===== src/design/pcsc_defs.svh =====
// Register offsets, field positions, reset values and timing figures
// for the standard-select and configuration block.
// Assumes one 40 MHz clock and an MDIO register space of 32 words.
`ifndef PCSC_DEFS_SVH
`define PCSC_DEFS_SVH
`define PCSC_REG_CTRL 5'h00
`define PCSC_REG_STAT 5'h01
`define PCSC_REG_ADV 5'h04
`define PCSC_REG_LPA 5'h05
`define PCSC_REG_EXT 5'h0F
`define PCSC_REG_IRQ 5'h10
`define PCSC_REG_STD 5'h11
`define PCSC_CTRL_LOOP 14
`define PCSC_CTRL_ANEN 12
`define PCSC_CTRL_PD 11
`define PCSC_CTRL_ISO 10
`define PCSC_CTRL_RSTAN 9
`define PCSC_CTRL_RST 16'h1000
`define PCSC_STAT_ANC 5
`define PCSC_STAT_LINK 2
`define PCSC_STAT_FIXED 16'h0108
`define PCSC_EXT_FIXED 16'h8000
`define PCSC_ADV_RST 16'h0020
`define PCSC_SGMII_ADV 16'h0001
`define PCSC_ACK_BIT 14
`define PCSC_IRQ_EN 0
`define PCSC_IRQ_ST 1
`define PCSC_CFG_LOOP 1
`define PCSC_CFG_PD 2
`define PCSC_CFG_ISO 3
`define PCSC_CLK_NS 25
`define PCSC_LT_X_NS 10000000
`define PCSC_LT_S_NS 1600000
`define PCSC_MDIO_PRE 6'h20
`define PCSC_HDR_LAST 6'h0B
`define PCSC_DAT_LAST 6'h0F
`define PCSC_OP_RD 2'h2
`define PCSC_OP_WR 2'h1
`endif


===== src/design/pcsc_pkg.sv =====
// Types shared by the standard-select block and its MDIO slave.
// Assumes the constants header is included where offsets are needed.
package pcsc_pkg;
	typedef enum logic [1:0] {AN_OFF, AN_SEND, AN_LINK, AN_DONE} pcsc_an_e;
	typedef enum logic [2:0] {MD_PRE, MD_ST, MD_HDR, MD_TA, MD_DAT} pcsc_md_e;
endpackage


===== src/design/pcsc_top.sv =====
// Standard-select register bank, configuration controls and negotiation
// sequencer for a gigabit PCS. Assumes sync_ok and the partner word come
// from datapath logic on clk; MDC, MDIO, strap and config bus are async.
`timescale 1ns/1ps
`default_nettype none
`include "pcsc_defs.svh"
module pcsc_top #(
	parameter bit MDIO_EN = 1'b1,
	parameter bit STD_SWITCH = 1'b1,
	parameter bit TBI_BUILD = 1'b0,
	parameter logic [4:0] PHY_ADDR = 5'h01,
	parameter int LT_X_CYC = (`PCSC_LT_X_NS + `PCSC_CLK_NS - 1) / `PCSC_CLK_NS,
	parameter int LT_S_CYC = (`PCSC_LT_S_NS + `PCSC_CLK_NS - 1) / `PCSC_CLK_NS
) (
	input wire logic clk,
	input wire logic sys_rst,
	input wire logic ce,
	input wire logic std_strap,
	input wire logic [3:0] cfg_vec,
	input wire logic mdc,
	input wire logic mdio_i,
	input wire logic sync_ok,
	input wire logic partner_cfg_valid,
	input wire logic [15:0] partner_cfg_word,
	output logic mdio_o,
	output logic mdio_oe_n,
	output logic std_sgmii,
	output logic serdes_loopback,
	output logic pma_wrap,
	output logic serdes_powerdown,
	output logic gmii_isolate,
	output logic [15:0] tx_cfg_word,
	output logic negotiation_done_irq
);
	localparam int TW = $clog2(LT_X_CYC + 1);

	logic [6:0] sync_q;
	logic mdc_s;
	logic mdc_d_r;
	logic mdio_s;
	logic strap_s;
	logic [3:0] cfg_s;
	logic rd_stb;
	logic wr_stb;
	logic [4:0] reg_addr;
	logic [15:0] wr_data;
	logic [15:0] rd_data_r;
	logic [15:0] rd_nxt;
	logic [15:0] ctrl_r;
	logic [15:0] adv_r;
	logic [15:0] lpa_r;
	logic irq_en_r;
	logic irq_st_r;
	logic std_r;
	logic strap_pend_r;
	logic an_restart_r;
	logic sync_d_r;
	logic an_std_r;
	logic an_cmp_r;
	logic [TW-1:0] lt_cnt_r;
	logic [TW-1:0] lt_lim;
	logic lt_hit;
	logic an_en;
	logic an_kick;
	logic done_pulse;
	logic loop_sel;
	logic pd_sel;
	logic iso_sel;
	logic [15:0] adv_eff;
	logic wr_std;
	logic wr_irq;
	pcsc_pkg::pcsc_an_e an_st_r;

	pcsc_sync #(
		.W(7)
	) u_sync (
		.clk(clk),
		.ce(ce),
		.d({cfg_vec, std_strap, mdio_i, mdc}),
		.q(sync_q)
	);
	assign mdc_s = sync_q[0];
	assign mdio_s = sync_q[1];
	assign strap_s = sync_q[2];
	assign cfg_s = sync_q[6:3];

	// MDC edge detect on the synchronised copy only
	always_ff @(posedge clk) begin
		if (sys_rst)
			mdc_d_r <= 1'b0;
		else if (ce)
			mdc_d_r <= mdc_s;
	end

	pcsc_mdio #(
		.PHY_ADDR(PHY_ADDR)
	) u_mdio (
		.clk(clk),
		.sys_rst(sys_rst),
		.ce(ce && MDIO_EN),
		.mdc_rise(mdc_s && !mdc_d_r),
		.mdio_i(mdio_s),
		.rd_data(rd_data_r),
		.mdio_o(mdio_o),
		.mdio_oe_n(mdio_oe_n),
		.rd_stb(rd_stb),
		.wr_stb(wr_stb),
		.reg_addr(reg_addr),
		.wr_data(wr_data)
	);

	assign wr_std = wr_stb && reg_addr == `PCSC_REG_STD && STD_SWITCH;
	assign wr_irq = wr_stb && reg_addr == `PCSC_REG_IRQ;

	// strap copied once after reset
	// Strap is sampled after release because a sync reset must load a constant
	always_ff @(posedge clk) begin
		if (sys_rst) begin
			std_r <= 1'b0;
			strap_pend_r <= 1'b1;
		end else if (ce) begin
			strap_pend_r <= 1'b0;
			if (strap_pend_r)
				std_r <= strap_s;
			else if (wr_std)
				std_r <= wr_data[0];
		end
	end

	// Control register; restart bit self-clears into a one-cycle kick
	always_ff @(posedge clk) begin
		if (sys_rst) begin
			ctrl_r <= `PCSC_CTRL_RST;
			an_restart_r <= 1'b0;
		end else if (ce) begin
			an_restart_r <= wr_stb && reg_addr == `PCSC_REG_CTRL && wr_data[`PCSC_CTRL_RSTAN];
			if (wr_stb && reg_addr == `PCSC_REG_CTRL) begin
				ctrl_r <= wr_data;
				ctrl_r[`PCSC_CTRL_RSTAN] <= 1'b0;
			end
		end
	end

	// advertisement writable
	// SGMII layout holds a fixed word here, so writes only land in 1000BASE-X
	always_ff @(posedge clk) begin
		if (sys_rst)
			adv_r <= `PCSC_ADV_RST;
		else if (ce && wr_stb && reg_addr == `PCSC_REG_ADV && !std_r)
			adv_r <= wr_data;
	end

	// Interrupt control; a completion in the clearing cycle wins
	always_ff @(posedge clk) begin
		if (sys_rst) begin
			irq_en_r <= 1'b0;
			irq_st_r <= 1'b0;
		end else if (ce) begin
			if (wr_irq)
				irq_en_r <= wr_data[`PCSC_IRQ_EN];
			if (done_pulse && irq_en_r)
				irq_st_r <= 1'b1;
			else if (wr_irq && !wr_data[`PCSC_IRQ_ST])
				irq_st_r <= 1'b0;
		end
	end

	assign an_en = MDIO_EN && ctrl_r[`PCSC_CTRL_ANEN];
	assign an_kick = an_restart_r || (sync_d_r && !sync_ok) ||
		(partner_cfg_valid && partner_cfg_word == 16'h0000 && an_st_r != pcsc_pkg::AN_SEND);
	assign lt_lim = an_std_r ? TW'(LT_S_CYC) : TW'(LT_X_CYC);
	assign lt_hit = lt_cnt_r == lt_lim;
	assign done_pulse = an_st_r == pcsc_pkg::AN_LINK && lt_hit;
	assign adv_eff = std_r ? `PCSC_SGMII_ADV : adv_r;

	// Negotiation sequencer; the link timer's standard is frozen at start so a
	// mid-cycle switch finishes on the old timer, while the sent word follows std_r at once
	always_ff @(posedge clk) begin
		if (sys_rst) begin
			an_st_r <= pcsc_pkg::AN_OFF;
			an_std_r <= 1'b0;
			an_cmp_r <= 1'b0;
			lt_cnt_r <= '0;
			sync_d_r <= 1'b0;
		end else if (ce) begin
			sync_d_r <= sync_ok;
			lt_cnt_r <= '0;
			if (!an_en) begin
				an_st_r <= pcsc_pkg::AN_OFF;
				an_cmp_r <= 1'b0;
			end else if (an_st_r == pcsc_pkg::AN_OFF || an_kick) begin
				an_st_r <= pcsc_pkg::AN_SEND;
				// The start right after reset takes the strap, not the stale reset value
				an_std_r <= strap_pend_r ? strap_s : std_r;
				an_cmp_r <= 1'b0;
			end else begin
				case (an_st_r)
					pcsc_pkg::AN_SEND: begin
						if (partner_cfg_valid && partner_cfg_word[`PCSC_ACK_BIT])
							an_st_r <= pcsc_pkg::AN_LINK;
					end
					pcsc_pkg::AN_LINK: begin
						lt_cnt_r <= lt_cnt_r + TW'(1);
						if (lt_hit) begin
							an_st_r <= pcsc_pkg::AN_DONE;
							an_cmp_r <= 1'b1;
						end
					end
					pcsc_pkg::AN_DONE: an_cmp_r <= 1'b1;
					default: an_st_r <= pcsc_pkg::AN_OFF;
				endcase
			end
		end
	end

	always_ff @(posedge clk) begin
		if (sys_rst)
			lpa_r <= 16'h0000;
		else if (ce && an_st_r == pcsc_pkg::AN_SEND && partner_cfg_valid &&
			partner_cfg_word != 16'h0000)
			lpa_r <= partner_cfg_word;
	end

	// send advertisement
	// Acknowledge is raised once a partner word has been taken
	always_ff @(posedge clk) begin
		if (sys_rst)
			tx_cfg_word <= 16'h0000;
		else if (ce) begin
			tx_cfg_word <= 16'h0000;
			if (an_st_r != pcsc_pkg::AN_OFF) begin
				tx_cfg_word <= adv_eff;
				tx_cfg_word[`PCSC_ACK_BIT] <= an_st_r != pcsc_pkg::AN_SEND || lpa_r != 16'h0000;
			end
		end
	end

	assign loop_sel = MDIO_EN ? ctrl_r[`PCSC_CTRL_LOOP] : cfg_s[`PCSC_CFG_LOOP];
	assign pd_sel = MDIO_EN ? ctrl_r[`PCSC_CTRL_PD] : cfg_s[`PCSC_CFG_PD];
	assign iso_sel = MDIO_EN ? ctrl_r[`PCSC_CTRL_ISO] : cfg_s[`PCSC_CFG_ISO];

	// Physical control outputs, each from its own flop
	always_ff @(posedge clk) begin
		if (sys_rst) begin
			serdes_loopback <= 1'b0;
			pma_wrap <= 1'b0;
			serdes_powerdown <= 1'b0;
			gmii_isolate <= 1'b0;
			std_sgmii <= 1'b0;
			negotiation_done_irq <= 1'b0;
		end else if (ce) begin
			serdes_loopback <= !TBI_BUILD && loop_sel;
			pma_wrap <= TBI_BUILD && loop_sel;
			if (!TBI_BUILD && pd_sel)
				serdes_powerdown <= 1'b1;
			gmii_isolate <= iso_sel;
			std_sgmii <= std_r;
			negotiation_done_irq <= irq_en_r && irq_st_r;
		end
	end

	always_comb begin
		rd_nxt = 16'h0000;
		case (reg_addr)
			`PCSC_REG_CTRL: rd_nxt = ctrl_r;
			`PCSC_REG_STAT: begin
				rd_nxt = `PCSC_STAT_FIXED;
				rd_nxt[`PCSC_STAT_ANC] = an_cmp_r;
				rd_nxt[`PCSC_STAT_LINK] = sync_ok && (an_cmp_r || !an_en);
			end
			`PCSC_REG_ADV: rd_nxt = adv_eff;
			`PCSC_REG_LPA: rd_nxt = lpa_r;
			`PCSC_REG_EXT: rd_nxt = `PCSC_EXT_FIXED;
			`PCSC_REG_IRQ: rd_nxt = {14'h0000, irq_st_r, irq_en_r};
			`PCSC_REG_STD: rd_nxt = {15'h0000, std_r && STD_SWITCH};
			default: rd_nxt = 16'h0000;
		endcase
	end

	// Read word captured on the strobe so it holds while shifted out
	always_ff @(posedge clk) begin
		if (sys_rst)
			rd_data_r <= 16'h0000;
		else if (ce && rd_stb)
			rd_data_r <= rd_nxt;
	end
endmodule
`default_nettype wire


===== src/design/pcsc_sync.sv =====
// Two-stage synchroniser for a bus of independent levels.
// Assumes each bit is a slow level; no bus coherence is offered.
`timescale 1ns/1ps
`default_nettype none
module pcsc_sync #(
	parameter int W = 1
) (
	input wire logic clk,
	input wire logic ce,
	input wire logic [W-1:0] d,
	output logic [W-1:0] q
);
	logic [W-1:0] meta_r;

	// First stage feeds only the second
	always_ff @(posedge clk) begin
		if (ce) begin
			meta_r <= d;
			q <= meta_r;
		end
	end
endmodule
`default_nettype wire


===== src/design/pcsc_mdio.sv =====
// MDIO serial slave: frames in, register strobes out, read data shifted back.
// Assumes mdc_rise is a one-cycle pulse from a synchronised MDC, and MDC
// is slow enough that read data is ready before the next MDC rise.
`timescale 1ns/1ps
`default_nettype none
`include "pcsc_defs.svh"
module pcsc_mdio #(
	parameter logic [4:0] PHY_ADDR = 5'h01
) (
	input wire logic clk,
	input wire logic sys_rst,
	input wire logic ce,
	input wire logic mdc_rise,
	input wire logic mdio_i,
	input wire logic [15:0] rd_data,
	output logic mdio_o,
	output logic mdio_oe_n,
	output logic rd_stb,
	output logic wr_stb,
	output logic [4:0] reg_addr,
	output logic [15:0] wr_data
);
	pcsc_pkg::pcsc_md_e st_r;
	logic [5:0] cnt_r;
	logic [15:0] sh_r;
	logic rd_r;
	logic mine_r;
	logic [11:0] hdr;

	assign hdr = {sh_r[10:0], mdio_i};

	// Frame walker; outputs change after an MDC rise, master samples next rise
	always_ff @(posedge clk) begin
		if (sys_rst) begin
			st_r <= pcsc_pkg::MD_PRE;
			cnt_r <= 6'h00;
			sh_r <= 16'h0000;
			rd_r <= 1'b0;
			mine_r <= 1'b0;
			mdio_o <= 1'b1;
			mdio_oe_n <= 1'b1;
			rd_stb <= 1'b0;
			wr_stb <= 1'b0;
			reg_addr <= 5'h00;
			wr_data <= 16'h0000;
		end else if (ce) begin
			rd_stb <= 1'b0;
			wr_stb <= 1'b0;
			if (mdc_rise) begin
				case (st_r)
					pcsc_pkg::MD_PRE: begin
						if (mdio_i) begin
							if (cnt_r != `PCSC_MDIO_PRE)
								cnt_r <= cnt_r + 6'h01;
						end else if (cnt_r == `PCSC_MDIO_PRE) begin
							st_r <= pcsc_pkg::MD_ST;
						end else begin
							cnt_r <= 6'h00;
						end
					end
					pcsc_pkg::MD_ST: begin
						cnt_r <= 6'h00;
						st_r <= mdio_i ? pcsc_pkg::MD_HDR : pcsc_pkg::MD_PRE;
					end
					pcsc_pkg::MD_HDR: begin
						sh_r <= {sh_r[14:0], mdio_i};
						cnt_r <= cnt_r + 6'h01;
						if (cnt_r == `PCSC_HDR_LAST) begin
							rd_r <= hdr[11:10] == `PCSC_OP_RD;
							mine_r <= hdr[9:5] == PHY_ADDR &&
								(hdr[11:10] == `PCSC_OP_RD || hdr[11:10] == `PCSC_OP_WR);
							rd_stb <= hdr[9:5] == PHY_ADDR && hdr[11:10] == `PCSC_OP_RD;
							reg_addr <= hdr[4:0];
							st_r <= pcsc_pkg::MD_TA;
							cnt_r <= 6'h00;
						end
					end
					pcsc_pkg::MD_TA: begin
						cnt_r <= cnt_r + 6'h01;
						if (cnt_r == 6'h00 && rd_r && mine_r) begin
							mdio_o <= 1'b0;
							mdio_oe_n <= 1'b0;
						end
						if (cnt_r == 6'h01) begin
							st_r <= pcsc_pkg::MD_DAT;
							cnt_r <= 6'h00;
							if (rd_r && mine_r) begin
								mdio_o <= rd_data[15];
								sh_r <= {rd_data[14:0], 1'b0};
							end
						end
					end
					pcsc_pkg::MD_DAT: begin
						cnt_r <= cnt_r + 6'h01;
						if (rd_r) begin
							mdio_o <= sh_r[15] | mdio_oe_n;
							sh_r <= {sh_r[14:0], 1'b0};
						end else begin
							sh_r <= {sh_r[14:0], mdio_i};
						end
						if (cnt_r == `PCSC_DAT_LAST) begin
							st_r <= pcsc_pkg::MD_PRE;
							cnt_r <= 6'h00;
							mdio_o <= 1'b1;
							mdio_oe_n <= 1'b1;
							wr_stb <= mine_r && !rd_r;
							wr_data <= {sh_r[14:0], mdio_i};
						end
					end
					default: st_r <= pcsc_pkg::MD_PRE;
				endcase
			end
		end
	end
endmodule
`default_nettype wire


===== config.mk =====
export PLATFORM = sky130hd
export DESIGN_NAME = pcsc_top
export DESIGN_NICKNAME = d
export VERILOG_FILES = /design/src/design/pcsc_pkg.sv /design/src/design/pcsc_top.sv /design/src/design/pcsc_sync.sv /design/src/design/pcsc_mdio.sv
export VERILOG_INCLUDE_DIRS = /design/src /design/src/design
export SDC_FILE = /design/constraint.sdc
export NUM_CORES = 1
export LEC_CHECK = 0
export BUFFER_PORTS_ARGS = -buffer_cell sky130_fd_sc_hd__buf_2
export CAP_MARGIN = 25
export CORE_MARGIN = 8
export CORE_UTILIZATION = 55
export CTS_BUF_LIST = sky130_fd_sc_hd__clkbuf_16
export DETAILED_ROUTE_END_ITERATION = 6
export PLACE_DENSITY = 0.82
export SYNTH_ARGS = -nofsm -noshare
export SYNTH_HDL_FRONTEND = slang
export SYNTH_SLANG_ARGS = --single-unit

===== constraint.sdc =====
create_clock -name clk -period 2.7 [get_ports clk]
set_input_delay 0.135 -clock clk [delete_from_list [all_inputs] [get_ports clk]]
set_output_delay 0.135 -clock clk [all_outputs]
set_load 0.02 [all_outputs]

* Word-level counts from Yosys, hierarchy flattened *
Cells that the tools add are included.

operators by class
  bitwise operators = 1
  equal/unequal tests = 37
  $add $sub $neg = 2
  reduce and logical (&&, ||, !) cells = 67
  mux-type cells = 54

operator list
  operator                 count
  $pmux W16 S7             1
  $mux W19                 4
  $mux W16                 4
  $pmux W16 S3             1
  $mux W6                  6
  $reduce_bool A16 Y1      2
  $pmux W6 S5              1
  $logic_and A1 B1 Y1      27
  $mux W1                  22
  $add A19 B1 Y19 const B  1
  $eq A19 B19 Y1           1
  $logic_not A16 Y1        1
  $reduce_and A4 Y1        4
  $mux W3                  5
  $pmux W3 S5              1
  $reduce_and A5 Y1        3
  $ne A2 B1 Y1 const B     7
  $eq A6 B4 Y1 const B     2
  $eq A5 B1 Y1 const B     2
  $eq A5 B3 Y1 const B     2
  $eq A5 B5 Y1 const B     2
  $mux W2                  5
  $reduce_and A2 Y1        5
  $reduce_bool A2 Y1       4
  other kinds (30)         48

storage, ports and cells
  output and inout bits = 24
  logic and storage cells = 195
  register bits after elaboration = 172
  input bits = 28

* Logic depth before layout (Yosys ltp) *
  word-level depth = 7
  gate-level depth with buffers = 9
  gate-level depth less buffers = 7

* Hierarchy *
Synthesis repeated with hierarchy kept, for this count alone.

second synthesis, totals
  cell total of the unflattened synthesis = 895
  area total of the unflattened synthesis = 8,109.0 um2

modules (own cells, without submodules)
  module     sequential area each (um2)  area each (um2)  times used  cells an instance
  pcsc_top   2,282.2                     5,136.2          1           577
  pcsc_mdio  1,041.0                     2,552.4          1           304
  pcsc_sync  420.4                       420.4            1           14

* Worst setup path after synthesis *
No wires, ideal clock.

  path type = reg2reg
  from = reg u_mdio.cnt_r[0]
  to = reg u_mdio.wr_data[10]
  arrival time = 1.841 ns
  stages on the path, launching flop included = 9
  library setup time = 0.132 ns
  clock period less this slack = 1.974 ns
  required time = 2.568 ns
  path buffers = 2
  slack = 0.726 ns
  path through = dfxtp_1 > ha_1 > nand4bb_1 > or2_1 > or3_1 > clkbuf_1 > buf_2 > nand2_1 > a21oi_1

between the ends
  longest elaborated chain between the ends = 2

ends and longest elaborated chain
  element                             line              source
  from (decl)                         pcsc_mdio.sv:24   logic [5:0] cnt_r;
  from (signal assigned)              pcsc_mdio.sv:54   cnt_r <= cnt_r + 6'h01;
  from (signal assigned)              pcsc_mdio.sv:67   cnt_r <= cnt_r + 6'h01;
  from (signal assigned)              pcsc_mdio.sv:79   cnt_r <= cnt_r + 6'h01;
  $eq A6 B4 Y1 (no source line)       n/a
  $reduce_and A4 Y1 (no source line)  n/a
  to (signal assigned)                pcsc_mdio.sv:107  wr_data <= {sh_r[14:0], mdio_i};
  to (decl)                           pcsc_mdio.sv:21   output logic [15:0] wr_data

Every way passes these cells.
A chain may end at the register's enable or synchronous reset.

* Final worst setup path *
  from = reg u_mdio.cnt_r[0]
  to = reg u_mdio.wr_data[4]

Same word-level chain as after synthesis.

==> run summary <==
Synth Area per Inst - 8.908 µm²
Crit path launch type - flop
Final Setup Violations - 0
Tightest Pin Transition - 0.6028 ns
Die area - 0.01813 mm²
Initial antenna violation count - 0
Worst Hold Path Cells - 3
Layout cells sized above 1 - 12.57%
DR WL/cell - 18.26 µm
Routed wire length - 20.29 mm
R2R depth - 7
Clock power frac - 44.6%
Yosys reg bits - 172
CTS sink count - 172
Die height - 134.6 µm
Detailed Route Iter0 Violations - 813
GRT overflow - 0
Hold Path Class - primary input to flop
# IOs - 52
CP required - 2.99 ns
Max-slew violation count - 0
Number of buffers created by CTS - 17
NetSw - 1314 µW
Post-Syn Area - 0.007741 mm²
Clock skew - 0.006954 ns
Root Buffer - clkbuf_16
Setup CP Type - flop to flop
First-pass GRT wire length - 33.00 mm
Total track usage - 22.28%
Drc violations - 0
Yosys cell types - 69
Comb pwr share - 6.1%
CTS tree - done
Top FF cell, synth - dfxtp_1
1st-pass router iterations - 7
Sequential share of the synthesized area - 45.26%
DPL Wire Length - 13.07 mm
Starting Density - 55.99%
Crit path max fanout - 12
RSZ-0062 raised after global routing - false
Worst-path clk slew - 0.07 ns
Int Pwr - 3995 µW
Hold Slack - 0.01860 ns
Period utilisation layout - 84.93%
Synth top area share - 42.93%
Worst vdd ir - 0.4848 mV
Worst skew pair latency - 0.43 ns
Synthesized instance count - 869
GP Congestion - 0.8197
Vias per cell - 6.139
Worst setup EP type - flop
TNS Setup - 0 ns
Std cell rows - 43
Leading cell type in the layout, fill and taps excluded - dfxtp_1
Fmax - 436.1 MHz
Syn_nets - 907
Fin nets - 956
Top post-synthesis cells by area - dfxtp_1 (43%), mux2i_1 (8.8%), nor2_1 (6.4%), nand2_1 (3.9%), a21oi_1 (3.2%)
Status - complete, no violations
Post-synth ARST share - 0%
Sw Ratio - 24.74%
Largest net degree at the start of global routing - 62
Buffers on Ports - 46
Final hold vios - 0
WP data arrival - 2.59 ns
Die X - 134.6 µm
Yosys warns - 0
N_diodes - 0
Dominant cell type by area after synthesis - dfxtp_1
ANT nets after route - 0
EDFF count, synth - 6
Post-CTS setup buffer count - 0
Period minus WS final - 2.293 ns
Most frequent cells in the layout - dfxtp_1 (166), nor2_1 (133), nand2_1 (80), mux2i_1 (68), a21oi_1 (50)
Core Area - 0.01383 mm²
CTS H-tree depth - 4
Pwr/cell area - 599.6 mW/mm²
Max clock buf depth - 2
Lkg Pwr - 0.003326 µW
Area occupied by multi-input gates - 0.003877 mm²
DR vias - 6820
Register Area - 0.003503 mm²
Sequential share of power - 49.3%
Synth-to-Final Area Change - 14.37%
Vias in the first global route - 6473
# fillers - 1117
Max-Cap Viols - 0
Rel. slew slack - 59.44%
-- metrics by stage --
stage	worst slack (ns)	utilization [%]	instance area [µm²]	power, µW	cells
after floorplan	0.7264	-	7741	2864	869
after global placement	0.5112	58.59	8102	2959	1060
after CTS	0.3562	63.98	8846	5307	1110
final	0.4069	64.03	8853	5309	1111
after global routing	0.2469	64.03	8853	5456	1111
after detailed placement	0.4015	58.59	8102	2965	1060
-- cell families (layout without fill, tap and decap cells) --
kind of cell    after synthesis  in the layout  synth area share, %
simple gates                349            349                22.29
compound gates              180            180                16.44
flops                       172            172                45.26
buf+inv                      81            143                4.655
mux                          68             68                8.793
fa+ha+maj                    10             10                1.616
xor+xnor                      8              8               0.9052
other cells                   1              1              0.04844
-- flip-flops by register name, indices dropped and copies added (netlist names), 2 cells and up --
| signal | count |
|---|---|
| rd_data_r | 16 |
| u_sync.meta_r | 3 |
| adv_r | 16 |
| u_sync.q | 3 |
| u_mdio.st_r | 3 |
| tx_cfg_word | 16 |
| lpa_r | 16 |
| u_mdio.sh_r | 16 |
| u_mdio.reg_addr | 5 |
| u_mdio.wr_data | 16 |
| u_mdio.cnt_r | 6 |
| lt_cnt_r | 19 |
| an_st_r | 2 |
| ctrl_r | 15 |
-- final timing paths --
check	slack (ns)	from	end
worst min-delay path	0.02	sync_ok	sync_d_r
worst max-delay path	0.41	u_mdio.cnt_r[0]	u_mdio.wr_data[4]
worst max register to register	0.41	u_mdio.cnt_r[0]	u_mdio.wr_data[4]
worst min register to register	0.42	u_sync.meta_r[1]	u_sync.q[1]
-- worst max-delay path: stages (launching register included) --
cell and delay [ns]:
dfxtp_1 0.42, ha_1 0.28, nand4bb_1 0.24, or2_1 0.33, or3_1 0.47, buf_4 0.26, nand2_1 0.08, a21oi_1 0.06
-- synthesized netlist by cell type, drive strengths merged (4+ instances only) --
cell,instances
dfxtp,166
nor2,134
nand2,80
mux2i,68
a21oi,51
nand3,36
clkbuf,33
buf,26
inv,22
o21ai,20
a22oi,18
a311oi,18
nand4,15
nor3,15
a2bb2oi,14
nor4,12
ha,10
a211oi,9
or3,9
a222oi,8
a21o,6
a221oi,6
a22o,6
edfxtp,6
nand2b,6
nand3b,6
and2,5
and4,5
nor2b,5
nor4b,5
xor2,5
a31oi,4
o211ai,4
o31ai,4
or2,4
-- area by class of cell --
cell class | count | area share (%)
Clock buffer | 17 | 4.805
Clock inverter | 15 | 1.569
Inverter | 22 | 0.9327
Multi-Input combinational cell | 616 | 43.80
Sequential cell | 172 | 39.57
Tap cell | 180 | 2.544
Timing Repair Buffer | 89 | 6.783
-- layer usage --
metal  part of all wire [%]  GRT usage (%)  wire length (µm)
met4                    2.2          9.607               453
met3                    6.2          4.569              1256
met1                     43          28.42              8699
met5                      0              0                 0
met2                     49          35.72              9883
-- timing repair --
item                                   in CTS  in global routing
resized for setup                           0                  0
endpoints found under the hold margin      18                  0
hold buffers                               18                  0
-- power by group through the flow --
stage | clock (µW) | sequential, µW | combinational (µW)
floorplan | 0 | 2670 | 197
global placement | 0 | 2670 | 285
detailed placement | 0 | 2680 | 289
CTS | 2380 | 2620 | 312
global route | 2490 | 2620 | 349
finish | 2370 | 2620 | 322
Power figures use the tool's default switching activity.
